## config.mk

```make
export PLATFORM = sky130hd
export DESIGN_NAME = sbst_tap
export DESIGN_NICKNAME = d
export VERILOG_FILES = /design/src/logic/sbst_pkg.sv /design/src/logic/sbst_pin_sync.sv /design/src/logic/sbst_tap.sv
export SDC_FILE = /design/constraint.sdc
export NUM_CORES = 1
export LEC_CHECK = 0
export BUFFER_PORTS_ARGS = -buffer_cell sky130_fd_sc_hd__buf_4
export CORE_MARGIN = 2
export CORE_UTILIZATION = 55
export DETAILED_ROUTE_END_ITERATION = 10
export PLACE_DENSITY = 0.83
export RECOVER_POWER = 50
export SLEW_MARGIN = 15
export SYNTH_ARGS = -nofsm -noshare
export SYNTH_HDL_FRONTEND = slang
export SYNTH_SLANG_ARGS = --single-unit
export TNS_END_PERCENT = 30
```

## constraint.sdc

```tcl
create_clock -name clk -period 3.5 [get_ports clk]
set_clock_uncertainty 0.05 [all_clocks]
set_input_delay 0 -clock clk [delete_from_list [all_inputs] [get_ports clk]]
set_output_delay 0 -clock clk [all_outputs]
set_load 0.005 [all_outputs]
```

## src/logic/sbst_pkg.sv

```systemverilog
// Behaviour
// - Three-bit instruction shifts in Shift-IR, takes effect at Update-IR.
// - All-zero instruction acts like sample and also floats SRAM outputs.
// - Identification instruction captures fixed 32-bit value and shifts it out.
// - Reset and test-logic-reset load the identification instruction.
// - High-impedance sample selects boundary register and floats SRAM outputs.
// - Sample captures pin ring at Capture-DR; 70 bits x36, 51 bits x18.
// - Shift-DR after capture shifts the boundary register out serially.
// - Update-DR under sample changes nothing, like Pause-DR.
// - Bypass places a single-bit register between data in and out.
// - Identification bit 0 always reads one.
// - Bits 27:23 encode depth, bits 22:18 encode width.
// - Bits 11:1 hold maker code, bits 17:12 a reserved device field.
// - Bits 31:28 hold an unspecified revision number.
// - Codes: 000 ext, 001 id, 010 hiz sample, 100 sample, 111 bypass.
// - Mode select high for five rising test-clock edges resets the port.
// - Capture-IR loads 01 into the two low instruction bits.
// - Sample on rising edges, data out changes on falling; in MSB, out LSB.
package sbst_pkg;
   localparam int IR_W = 3;
   localparam int ID_W = 32;
   localparam int BSR_W36 = 70;
   localparam int BSR_W18 = 51;
   localparam logic [2:0] OP_EXT = 3'h0;
   localparam logic [2:0] OP_ID = 3'h1;
   localparam logic [2:0] OP_HIZ = 3'h2;
   localparam logic [2:0] OP_SAMP = 3'h4;
   localparam logic [2:0] OP_BYP = 3'h7;
   localparam logic [1:0] IR_CAP = 2'h1;
   localparam logic [4:0] DEPTH_512K = 5'h07;
   localparam logic [4:0] DEPTH_1M = 5'h08;
   localparam logic [4:0] WIDTH_X36 = 5'h04;
   localparam logic [4:0] WIDTH_X18 = 5'h03;
   // Arbitrary neutral values
   localparam logic [10:0] MAKER_ID = 11'h055;
   localparam logic [5:0] DEV_ID = 6'h00;
   localparam logic [3:0] REV_ID = 4'h0;
   localparam int TICK_NS = 40;
   localparam int TCK_BENCH_NS = 320;
   typedef enum logic [3:0] {
      ST_RESET = 4'b0000, ST_IDLE = 4'b0001, ST_SELDR = 4'b0010, ST_CAPDR = 4'b0011,
      ST_SHDR = 4'b0100, ST_EX1DR = 4'b0101, ST_PADR = 4'b0110, ST_EX2DR = 4'b0111,
      ST_UPDR = 4'b1000, ST_SELIR = 4'b1001, ST_CAPIR = 4'b1010, ST_SHIR = 4'b1011,
      ST_EX1IR = 4'b1100, ST_PAIR = 4'b1101, ST_EX2IR = 4'b1110, ST_UPIR = 4'b1111
   } sbst_state_t;
endpackage : sbst_pkg

```

## src/logic/sbst_pin_sync.sv

```systemverilog
`timescale 1ns/1ns
`default_nettype none
// Three-stage synchroniser with agreement filter
module sbst_pin_sync (
   // Clock and reset
   input wire logic clk,
   input wire logic reset_n,
   // Pin and filtered level
   input wire logic pinIn,
   output logic level
);
   logic [2:0] stage_r;
   // Shift chain; stage 0 feeds only stage 1
   always_ff @(posedge clk) begin
      if (!reset_n) begin
         stage_r <= 3'h0;
      end else begin
         stage_r <= {stage_r[1:0], pinIn};
      end
   end
   // Level moves when stages one and two agree
   always_ff @(posedge clk) begin
      if (!reset_n) begin
         level <= 1'b0;
      end else if (stage_r[1] == stage_r[2]) begin
         level <= stage_r[2];
      end
   end
endmodule : sbst_pin_sync
`default_nettype wire

```

## src/logic/sbst_tap.sv

```systemverilog
`timescale 1ns/1ns
`default_nettype none
// Boundary-scan port of the burst SRAM
module sbst_tap #(
   parameter bit WIDE = 1'b1,
   parameter int BSR_W = sbst_pkg::BSR_W36
) (
   // System
   input wire logic clk,
   input wire logic reset_n,
   // Scan pins
   input wire logic tck,
   input wire logic tms,
   input wire logic tdi,
   output logic tdo,
   output logic tdoOe,
   // Pin ring and output control
   input wire logic [BSR_W-1:0] pinRing,
   output logic sramHiz
);
   // Refuse a boundary length that does not suit the width
   if (BSR_W != (WIDE ? sbst_pkg::BSR_W36 : sbst_pkg::BSR_W18)) begin : g_bad_len
      $error("boundary length does not match width");
   end

   logic tckS, tmsS, tdiS, tckD_r;
   sbst_pin_sync uTck (.clk(clk), .reset_n(reset_n), .pinIn(tck), .level(tckS));
   sbst_pin_sync uTms (.clk(clk), .reset_n(reset_n), .pinIn(tms), .level(tmsS));
   sbst_pin_sync uTdi (.clk(clk), .reset_n(reset_n), .pinIn(tdi), .level(tdiS));

   // Test clock edges
   wire rise = tckS & ~tckD_r;
   wire fall = ~tckS & tckD_r;

   sbst_pkg::sbst_state_t st_r, st_nxt;
   logic [2:0] irSh_r, ir_r;
   logic [31:0] idSh_r;
   logic [BSR_W-1:0] bsr_r;
   logic byp_r;
   logic [2:0] tmsRun_r;

   wire [4:0] depthCode = WIDE ? sbst_pkg::DEPTH_512K : sbst_pkg::DEPTH_1M;
   wire [4:0] widthCode = WIDE ? sbst_pkg::WIDTH_X36 : sbst_pkg::WIDTH_X18;
   wire [31:0] idValue = {sbst_pkg::REV_ID, depthCode, widthCode, sbst_pkg::DEV_ID, sbst_pkg::MAKER_ID, 1'b1};

   wire selId = (ir_r == sbst_pkg::OP_ID);
   wire selByp = (ir_r == sbst_pkg::OP_BYP);
   wire selBsr = (ir_r == sbst_pkg::OP_EXT) | (ir_r == sbst_pkg::OP_HIZ) | (ir_r == sbst_pkg::OP_SAMP);
   assign sramHiz = (ir_r == sbst_pkg::OP_EXT) | (ir_r == sbst_pkg::OP_HIZ);

   always_comb begin
      case (st_r)
         sbst_pkg::ST_RESET: st_nxt = tmsS ? sbst_pkg::ST_RESET : sbst_pkg::ST_IDLE;
         sbst_pkg::ST_IDLE: st_nxt = tmsS ? sbst_pkg::ST_SELDR : sbst_pkg::ST_IDLE;
         sbst_pkg::ST_SELDR: st_nxt = tmsS ? sbst_pkg::ST_SELIR : sbst_pkg::ST_CAPDR;
         sbst_pkg::ST_CAPDR: st_nxt = tmsS ? sbst_pkg::ST_EX1DR : sbst_pkg::ST_SHDR;
         sbst_pkg::ST_SHDR: st_nxt = tmsS ? sbst_pkg::ST_EX1DR : sbst_pkg::ST_SHDR;
         sbst_pkg::ST_EX1DR: st_nxt = tmsS ? sbst_pkg::ST_UPDR : sbst_pkg::ST_PADR;
         sbst_pkg::ST_PADR: st_nxt = tmsS ? sbst_pkg::ST_EX2DR : sbst_pkg::ST_PADR;
         sbst_pkg::ST_EX2DR: st_nxt = tmsS ? sbst_pkg::ST_UPDR : sbst_pkg::ST_SHDR;
         sbst_pkg::ST_UPDR: st_nxt = tmsS ? sbst_pkg::ST_SELDR : sbst_pkg::ST_IDLE;
         sbst_pkg::ST_SELIR: st_nxt = tmsS ? sbst_pkg::ST_RESET : sbst_pkg::ST_CAPIR;
         sbst_pkg::ST_CAPIR: st_nxt = tmsS ? sbst_pkg::ST_EX1IR : sbst_pkg::ST_SHIR;
         sbst_pkg::ST_SHIR: st_nxt = tmsS ? sbst_pkg::ST_EX1IR : sbst_pkg::ST_SHIR;
         sbst_pkg::ST_EX1IR: st_nxt = tmsS ? sbst_pkg::ST_UPIR : sbst_pkg::ST_PAIR;
         sbst_pkg::ST_PAIR: st_nxt = tmsS ? sbst_pkg::ST_EX2IR : sbst_pkg::ST_PAIR;
         sbst_pkg::ST_EX2IR: st_nxt = tmsS ? sbst_pkg::ST_UPIR : sbst_pkg::ST_SHIR;
         sbst_pkg::ST_UPIR: st_nxt = tmsS ? sbst_pkg::ST_SELDR : sbst_pkg::ST_IDLE;
         default: st_nxt = sbst_pkg::ST_RESET;
      endcase
   end

   // Edge history
   always_ff @(posedge clk) begin
      if (!reset_n) tckD_r <= 1'b0;
      else tckD_r <= tckS;
   end

   // five high edges always reach reset via graph
   always_ff @(posedge clk) begin
      if (!reset_n) begin
         st_r <= sbst_pkg::ST_RESET;
      end else if (rise) begin
         st_r <= st_nxt;
      end
   end

   // High-edge run counter, saturating at five
   always_ff @(posedge clk) begin
      if (!reset_n) tmsRun_r <= 3'h0;
      else if (rise) tmsRun_r <= !tmsS ? 3'h0 : (tmsRun_r == 3'h5 ? 3'h5 : tmsRun_r + 3'h1);
   end

   // Instruction path
   always_ff @(posedge clk) begin
      if (!reset_n) begin
         irSh_r <= sbst_pkg::OP_ID;
         ir_r <= sbst_pkg::OP_ID;
      end else if (st_r == sbst_pkg::ST_RESET) begin
         ir_r <= sbst_pkg::OP_ID;
         irSh_r <= sbst_pkg::OP_ID;
      end else if (rise) begin
         case (st_r)
            sbst_pkg::ST_CAPIR: irSh_r <= {1'b0, sbst_pkg::IR_CAP};
            sbst_pkg::ST_SHIR: irSh_r <= {tdiS, irSh_r[2:1]};
            sbst_pkg::ST_UPIR: ir_r <= irSh_r;
            default: irSh_r <= irSh_r;
         endcase
      end
   end

   // Data registers
   always_ff @(posedge clk) begin
      if (!reset_n) begin
         idSh_r <= 32'h0000_0000;
         bsr_r <= '0;
         byp_r <= 1'b0;
      end else if (rise && st_r == sbst_pkg::ST_CAPDR) begin
         if (selId) idSh_r <= idValue;
         if (selBsr) bsr_r <= pinRing;
         byp_r <= 1'b0;
      end else if (rise && st_r == sbst_pkg::ST_SHDR) begin
         if (selId) idSh_r <= {tdiS, idSh_r[31:1]};
         if (selBsr) bsr_r <= {tdiS, bsr_r[BSR_W-1:1]};
         if (selByp) byp_r <= tdiS;
      end
   end

   // Serial out selection
   wire shiftIr = (st_r == sbst_pkg::ST_SHIR);
   wire shiftDr = (st_r == sbst_pkg::ST_SHDR);
   wire outBit = shiftIr ? irSh_r[0] : selId ? idSh_r[0] : selBsr ? bsr_r[0] : byp_r;

   always_ff @(posedge clk) begin
      if (!reset_n) begin
         tdo <= 1'b0;
         tdoOe <= 1'b0;
      end else if (fall) begin
         tdo <= outBit;
         tdoOe <= shiftIr | shiftDr;
      end
   end

   property p_tms_reset;
      @(posedge clk) disable iff (!reset_n)
         (tmsRun_r == 3'h5) |-> (st_r == sbst_pkg::ST_RESET);
   endproperty
   a_tms_reset: assert property (p_tms_reset) else $error("no reset after five high edges");

   property p_reset_id;
      @(posedge clk) disable iff (!reset_n)
         (st_r == sbst_pkg::ST_RESET) |=> (ir_r == sbst_pkg::OP_ID);
   endproperty
   a_reset_id: assert property (p_reset_id) else $error("instruction not id in reset");

   property p_ir_update;
      @(posedge clk) disable iff (!reset_n)
         (ir_r != $past(ir_r)) |-> ($past(st_r) == sbst_pkg::ST_UPIR || $past(st_r) == sbst_pkg::ST_RESET);
   endproperty
   a_ir_update: assert property (p_ir_update) else $error("instruction changed outside update");

   property p_cap_ir;
      @(posedge clk) disable iff (!reset_n)
         (rise && st_r == sbst_pkg::ST_CAPIR) |=> (irSh_r[1:0] == 2'h1);
   endproperty
   a_cap_ir: assert property (p_cap_ir) else $error("capture pattern wrong");

   property p_id_bit0;
      @(posedge clk) disable iff (!reset_n)
         (rise && st_r == sbst_pkg::ST_CAPDR && selId) |=> (idSh_r[0] && idSh_r[27:18] ==
            (WIDE ? {sbst_pkg::DEPTH_512K, sbst_pkg::WIDTH_X36} : {sbst_pkg::DEPTH_1M, sbst_pkg::WIDTH_X18}));
   endproperty
   a_id_bit0: assert property (p_id_bit0) else $error("id capture wrong");

   property p_ext_hiz;
      @(posedge clk) disable iff (!reset_n)
         (rise && st_r == sbst_pkg::ST_UPIR &&
            (irSh_r == sbst_pkg::OP_EXT || irSh_r == sbst_pkg::OP_HIZ)) |=> sramHiz;
   endproperty
   a_ext_hiz: assert property (p_ext_hiz) else $error("outputs not floated");

   property p_no_preload;
      @(posedge clk) disable iff (!reset_n)
         (rise && st_r == sbst_pkg::ST_UPDR) |=> $stable(bsr_r);
   endproperty
   a_no_preload: assert property (p_no_preload) else $error("update changed boundary");

   property p_bsr_cap;
      @(posedge clk) disable iff (!reset_n)
         (rise && st_r == sbst_pkg::ST_CAPDR && selBsr) |=> (bsr_r == $past(pinRing));
   endproperty
   a_bsr_cap: assert property (p_bsr_cap) else $error("boundary capture wrong");

   property p_byp;
      @(posedge clk) disable iff (!reset_n)
         (rise && shiftDr && selByp) |=> (byp_r == $past(tdiS));
   endproperty
   a_byp: assert property (p_byp) else $error("bypass stage wrong");

   // data out moves on falls only
   property p_tdo_fall;
      @(posedge clk) disable iff (!reset_n)
         !fall |=> ($stable(tdo) && $stable(tdoOe));
   endproperty
   a_tdo_fall: assert property (p_tdo_fall) else $error("data out moved off a fall");

   property p_tdo_oe;
      @(posedge clk) disable iff (!reset_n)
         fall |=> (tdoOe == $past(shiftIr || shiftDr));
   endproperty
   a_tdo_oe: assert property (p_tdo_oe) else $error("out enable wrong");

   property p_tdo_ir;
      @(posedge clk) disable iff (!reset_n)
         (fall && shiftIr) |=> (tdo == $past(irSh_r[0]));
   endproperty
   a_tdo_ir: assert property (p_tdo_ir) else $error("instruction bit not presented");

   property p_ir_shift;
      @(posedge clk) disable iff (!reset_n)
         (rise && shiftIr) |=> (irSh_r == {$past(tdiS), $past(irSh_r[2:1])});
   endproperty
   a_ir_shift: assert property (p_ir_shift) else $error("instruction shift wrong");

   property p_id_shift;
      @(posedge clk) disable iff (!reset_n)
         (rise && shiftDr && selId) |=> (idSh_r == {$past(tdiS), $past(idSh_r[31:1])});
   endproperty
   a_id_shift: assert property (p_id_shift) else $error("identification shift wrong");

   property p_bsr_shift;
      @(posedge clk) disable iff (!reset_n)
         (rise && shiftDr && selBsr) |=> (bsr_r == {$past(tdiS), $past(bsr_r[BSR_W-1:1])});
   endproperty
   a_bsr_shift: assert property (p_bsr_shift) else $error("boundary shift wrong");

   property p_id_fields;
      @(posedge clk) disable iff (!reset_n)
         (rise && st_r == sbst_pkg::ST_CAPDR && selId) |=>
            (idSh_r[31:28] == sbst_pkg::REV_ID && idSh_r[17:1] == {sbst_pkg::DEV_ID, sbst_pkg::MAKER_ID});
   endproperty
   a_id_fields: assert property (p_id_fields) else $error("identity fields wrong");

   property p_samp_drive;
      @(posedge clk) disable iff (!reset_n)
         (rise && st_r == sbst_pkg::ST_UPIR && irSh_r != sbst_pkg::OP_EXT && irSh_r != sbst_pkg::OP_HIZ) |=> !sramHiz;
   endproperty
   a_samp_drive: assert property (p_samp_drive) else $error("outputs floated wrongly");

   property p_updr_hold;
      @(posedge clk) disable iff (!reset_n)
         (rise && st_r == sbst_pkg::ST_UPDR) |=> ($stable(ir_r) && $stable(sramHiz) && $stable(idSh_r) && $stable(byp_r));
   endproperty
   a_updr_hold: assert property (p_updr_hold) else $error("update changed state");

   property p_byp_cap;
      @(posedge clk) disable iff (!reset_n)
         (rise && st_r == sbst_pkg::ST_CAPDR) |=> !byp_r;
   endproperty
   a_byp_cap: assert property (p_byp_cap) else $error("bypass not cleared");

   property p_st_hold;
      @(posedge clk) disable iff (!reset_n)
         !rise |=> $stable(st_r);
   endproperty
   a_st_hold: assert property (p_st_hold) else $error("state moved off a rise");

   property p_shdr_exit;
      @(posedge clk) disable iff (!reset_n)
         (rise && shiftDr && tmsS) |=> (st_r == sbst_pkg::ST_EX1DR);
   endproperty
   a_shdr_exit: assert property (p_shdr_exit) else $error("shift exit wrong");
endmodule : sbst_tap
`default_nettype wire

```

==> results of run 1 <==
-- cell usage in the layout, fill, tap and decap left out, types with 2 or more instances in the layout --
cell type / instances
nand2_1: 173
dfxtp_1: 128
a31oi_1: 73
dlygate4sd3_1: 73
buf_4: 73
o21ai_0: 60
a21oi_1: 30
nand3_1: 27
nor3_1: 21
o21ai_1: 19
nor2_1: 17
clkbuf_16: 16
and2_1: 7
clkbuf_4: 6
nand2b_1: 5
nor2b_1: 5
inv_6: 5
inv_1: 4
a21o_1: 3
mux2i_1: 3
and2_0: 3
a221oi_1: 3
clkinvlp_4: 3
bufinv_16: 3
nand3b_1: 2
a2111oi_4: 2
or2_2: 2
and3_1: 2
o31ai_1: 2
or3b_2: 2
o2111ai_1: 2
clkinv_4: 2
buf_12: 2
-- flip-flops by register name, summed over array words and instances (netlist names), 3 cells and up --
signal and cells:
st_r 4, ir_r 3, idSh_r 32, uTck.stage_r 3, uTms.stage_r 3, bsr_r 70
irSh_r 3, uTdi.stage_r 3
-- worst max-delay path by stage --
| stage | endpoint | depth (start not counted) | start |
|---|---|---|---|
| after floorplan | idSh_r[20] | 5 | ir_r[0] |
| after CTS | idSh_r[20] | 4 | st_r[2] |
| after detailed placement | idSh_r[23] | 4 | st_r[2] |
| final | bsr_r[23] | 5 | st_r[2] |
| after global routing | bsr_r[66] | 5 | st_r[0] |
| after global placement | idSh_r[25] | 4 | st_r[2] |
-- stage by stage --
stage | utilization, % | power, mW | instance area [um2]
final | 77.1 | 3.40 | 7160
after global routing | 77.1 | 3.49 | 7160
after CTS | 77.1 | 3.40 | 7160
after detailed placement | 62.8 | 1.59 | 5830
after global placement | 62.8 | 1.59 | 5830
after floorplan | - | 1.52 | 5290
-- critical path, delay by kind of cell (launching register included) --
kind,cells,cell delay [ns]
compound gates,3,0.93
buf+inv,1,0.42
flops,1,0.62
simple gates,1,0.48
-- power by group --
part | total [mW] | switching (mW) | internal (mW)
clock | 1.78 | 0.684 | 1.10
combinational | 0.160 | 0.0506 | 0.109
sequential | 1.46 | 0.00211 | 1.46
-- kinds of logic after synthesis --
logic type | Yosys count | share of synthesized area (%)
XOR/XNOR | 1 | 0.166
multiplexers | 3 | 0.567
buffers and inverters | 64 | 5.37
AO/OA/AOI/OAI | 202 | 22.8
flip-flops | 128 | 48.4
AND/OR/NAND/NOR | 274 | 22.6
-- cell type report --
| cell class | instances | area [um2] |
|---|---|---|
| sequential | 128 | 2560 |
| multi-input combinational | 480 | 2450 |
| fill | 589 | 2130 |
| timing repair buffer | 155 | 1370 |
| clock buffer | 18 | 418 |
| clock inverter | 14 | 179 |
| tap | 129 | 161 |
| inverter | 4 | 15.0 |
-- what timing repair did --
item / in CTS / in global routing
hold endpoints to repair: 73 / 0
endpoints found under the setup margin: 0 / 0
hold buffers: 73 / 0
-- per-layer routing --
layer / track usage, % / wire (um) / vias up
met5: 0 / 0 / -
li1: - / - / 2583
met4: 18.4 / 670 / 0
met3: 6.91 / 824 / 64
met1: 34.1 / 5810 / 2522
met2: 49.2 / 7600 / 229
==> results_dict.tcl, run 1 <==
set metrics [dict create \
    status "finished clean" \
    cp-end-kind "flop" \
    p_leak_nw 2.52 \
    cts_tree "yes" \
    postCtsSetupRepairBufs 0 \
    ir_drop_mv 0.269 \
    ant_nets 0 \
    hold_path_class "input port to flop" \
    async_flop_share_pct 0 \
    dieArea_um2 10400 \
    slowest_stage "dfxtp_1" \
    yosysUniqueCellTypes 45 \
    synthTopCellsByArea "dfxtp_1 (48%), nand2_1 (12%), a31oi_1 (8.6%)" \
    synthFlopType "dfxtp_1" \
    synth_area_um2 5290 \
    htreeDepth 4 \
    fin_setup_tns_ns 0 \
    die_w_um 102 \
    criticalPathCategory "flop to flop" \
    wl_per_cell_um 16.1 \
    setup_ws_ns 0.796 \
    hpwl_um 7280 \
    crit_required_ns 3.85 \
    area_delta_synth_final_pct 35.2 \
    synthCells 672 \
    grtUsageTotal_pct 29.4 \
    yosys-top-cells-count "nand2_1 (173), dfxtp_1 (128), a31oi_1 (73)" \
    ff2ff_path_depth 5 \
    cts_max_path_buffers 2 \
    drtIter0Drc 475 \
    power_density_nw_per_um2 476 \
    drc 0 \
    drt_first_pass_iters 6 \
    clk-insertion-delay-late_ns 0.52 \
    numCtsBuffers 17 \
    num_rows 35 \
    vias_per_cell 5.82 \
    initial_core_util_pct 57.0 \
    hold_depth 3 \
    drive_above_1_share_pct 15.1 \
    overflow 0 \
    hold_violations 0 \
    clock-sinks 128 \
    clk_pin_slew_ns 0.07 \
    rr_startpoint "st_r[2]" \
    fin_cells 928 \
    yosys.area.top_type "dfxtp_1" \
    netlist.area_leader.share_pct 48.4 \
    hold_end "uTdi.stage_r[0]" \
    tightest_slew_ns 1.42 \
    nNetsFinal 861 \
    antenna_found_initial 0 \
    num_io_pins 78 \
    ys_ff_latch 128 \
    drv_slew 0 \
    holdCritStartpoint "tdi" \
    hold_ws_ns 0.213 \
    antenna_cells 0 \
    dp.cells 823 \
    slew_headroom_pct 5.57 \
    finalCritPeriodShare_pct 77.3 \
    cp-start-kind "flop" \
    first_global_vias 5244 \
    root_buffer "clkbuf_8" \
    worstPathArrival_ns 3.05 \
    min_period_ns 2.70 \
    core-area_um2 9280 \
    crit_chain "or3b_4, a2111oi_4, buf_12, o21ai_1, a31oi_1" \
    synth_edf_count 0 \
    ys_warn_count 0 \
    timing.fmax_ghz 0.370 \
    grt_pass1_wl_um 24100 \
    post_cts_resized 0 \
    fp.dieH_um 102 \
    max_stage_delay_ns 0.62 \
    yosysSeqAreaShare_pct 48.4 \
    routed_wirelength_um 14900 \
    pre_cts_slack_ns 1.04 \
    setup_viol 0 \
    syn_area_per_cell_um2 7.88 \
    synth.most_common_cell "nand2_1" \
    rsz0062_at_grt "false" \
    reg2reg_to "bsr_r[23]" \
    vias 5398 \
    grt_max_degree 141 \
    drv_cap 0 \
    syn_nets 747 \
    rrSetupSlack_ns 0.80 \
    gp_congestion 0.821 \
    cp_max_fo 140 \
    port_buffers 77 \
]
(Power assumes the default switching activity.)
==> run 2: changes to the inputs <==
Settings changed: ABC_AREA set to 1, CORE_UTILIZATION 55 to 52, PLACE_DENSITY 0.83 to 0.82.
Clock period 3.5 ns to 2.2 ns, I/O delays scaled along.
==> results_dict.tcl, run 2 <==
set metrics [dict create \
    hold_path_class "input port to flop" \
    rr_startpoint "st_r[2]" \
    synth_xor_area_share_pct 0 \
    antenna_found_initial 0 \
    gp_congestion 0.949 \
    routed_wirelength_um 15000 \
    synth-compound-area-share_pct 12.8 \
    yosysSeqAreaShare_pct 44.3 \
    drc 0 \
    hpwl_um 8180 \
    fin_setup_tns_ns 0 \
    startpoint "st_r[2]" \
    crit_chain "nor2_2, nand3_4, inv_2, buf_6, nand2_1, nand2_1, nand3_1, a21oi_1" \
    post_cts_resized 0 \
    antenna_cells 0 \
    tightest_slew_ns 0.435 \
    area_delta_synth_final_pct 34.2 \
    ant_nets 0 \
    dieArea_um2 12000 \
    ff2ff_path_depth 8 \
    nNetsFinal 1080 \
    slew_headroom_pct 71.0 \
    htreeDepth 4 \
    clk_pin_slew_ns 0.06 \
    p_leak_nw 3.37 \
    synthFlopType "dfxtp_1" \
    die_w_um 110 \
    hold_violations 0 \
    syn_nets 946 \
    yosys.area.top_type "dfxtp_1" \
    top_register "bsr_r" \
    ys_ff_latch 128 \
    min_period_ns 1.94 \
    ys_warn_count 0 \
    yosys-top-cells-count "nand2_1 (362), dfxtp_1 (128), a21oi_1 (88)" \
    slowest_stage "dfxtp_1" \
    drv_cap 0 \
    final_common_cell "nand2_1" \
    netlist.area_leader.share_pct 44.3 \
    power_density_nw_per_um2 661 \
    holdCritStartpoint "pinRing[60]" \
    layout_common_cells "nand2_1 (362), dfxtp_1 (128), a21oi_1 (88), buf_4 (82), nand3_1 (81)" \
    synthAdderAreaFrac_pct 0 \
    synthTopCellsByArea "dfxtp_1 (44%), nand2_1 (23%), a21oi_1 (7.6%)" \
    synth_mux_area_share_pct 0 \
    clk-insertion-delay-late_ns 0.52 \
    grt_max_degree 73 \
    cp-start-kind "flop" \
    status "finished clean" \
    max_stage_delay_ns 0.36 \
    grt_pass1_wl_um 24500 \
    final_util_pct 71.7 \
    core-area_um2 10800 \
    cp_max_fo 51 \
    cp_top_family "simple AND/OR/NAND/NOR gates" \
    post_synth_and_or_nand_nor_area_fraction_pct 34.2 \
    drive_above_1_share_pct 13.3 \
    largest_reg_flops 70 \
    clock-sinks 128 \
    overflow 0 \
    ir_drop_mv 0.544 \
    drv_slew 0 \
    synth.most_common_cell "nand2_1" \
    setup_ws_ns 0.264 \
    crit_path_frequent_cell "nand2_1" \
    hold_buffers 77 \
    finalCritPeriodShare_pct 88.0 \
    worstPathArrival_ns 2.33 \
    cts_tree "yes" \
    cp-end-kind "flop" \
    numCtsBuffers 17 \
    root_buffer "clkbuf_8" \
    pre_cts_slack_ns 0.349 \
    crit_required_ns 2.59 \
    async_flop_share_pct 0 \
    vias_per_cell 5.21 \
    synth_area_um2 5790 \
    vias 6028 \
    grtUsageTotal_pct 25.5 \
    criticalPathCategory "flop to flop" \
    wl_per_cell_um 12.9 \
    power_mw 5.14 \
    cts_max_path_buffers 2 \
    synth_edf_count 0 \
    hold_depth 6 \
    postCtsSetupRepairBufs 0 \
    setup_viol 0 \
    drt_first_pass_iters 5 \
    rsz0062_at_grt "false" \
    num_io_pins 78 \
    fp.dieH_um 110 \
    hold_ws_ns 0.344 \
    syn_area_per_cell_um2 6.65 \
    crit_cells 8 \
    num_rows 38 \
    drtIter0Drc 561 \
    reg_top3 "bsr_r x70, idSh_r x32, st_r x4" \
    timing.fmax_ghz 0.516 \
    initial_core_util_pct 53.4 \
    first_global_vias 5489 \
    yosysUniqueCellTypes 26 \
    synth_top_family_by_area "simple AND/OR/NAND/NOR gates" \
    crit_buf_inv 2 \
    synthCells 871 \
    port_buffers 77 \
]
==> run 2: worst paths after layout <==
kind,slack [ns],endpoint
worst max-delay path,0.26,bsr_r[24]
worst min-delay path,0.34,bsr_r[60]
worst max register to register,0.26,bsr_r[24]
worst min register to register,0.36,uTck.stage_r[1]
==> run 2: worst min-delay path, delay by kind of cell <==
kind            cells  cell delay [ns]
buf+inv             2             0.66
simple gates        3             0.15
compound gates      1             0.05
==> run 2: cell families (layout without fill, tap and decap cells) <==
logic type,count (synthesis),after routing
DFF,128,128
and+or+nand+nor,487,487
AOI/OAI and AO/OA,133,133
buffers and inverters,123,269
==> run 2: per-layer routing <==
layer | global-route usage (%) | vias to the layer above | part of all wire [%]
met3 | 5.69 | 38 | 5.6
met2 | 42.9 | 221 | 49
met4 | 10.7 | 0 | 2.6
met5 | 0 | - | 0
li1 | - | 3049 | -
met1 | 31.4 | 2720 | 42
==> run 2: metrics by stage <==
step | cells | area, um2
floorplan | 871 | 5790
global placement | 1049 | 6480
detailed placement | 1049 | 6480
CTS | 1157 | 7790
global route | 1157 | 7770
finish | 1157 | 7770
==> run 2: layout make-up <==
cell class	instances	area (um2)
fill	827	3070
multi-input combinational	620	2730
sequential	128	2560
timing repair buffer	170	1510
clock buffer	17	414
inverter	68	255
tap	140	175
clock inverter	14	120
==> run 2: power breakdown <==
group          internal [mW]  switching (mW)  total [mW]
Clock                   1.48            1.04        2.53
Sequential              2.33         0.00282        2.33
Combinational          0.182          0.0975       0.280
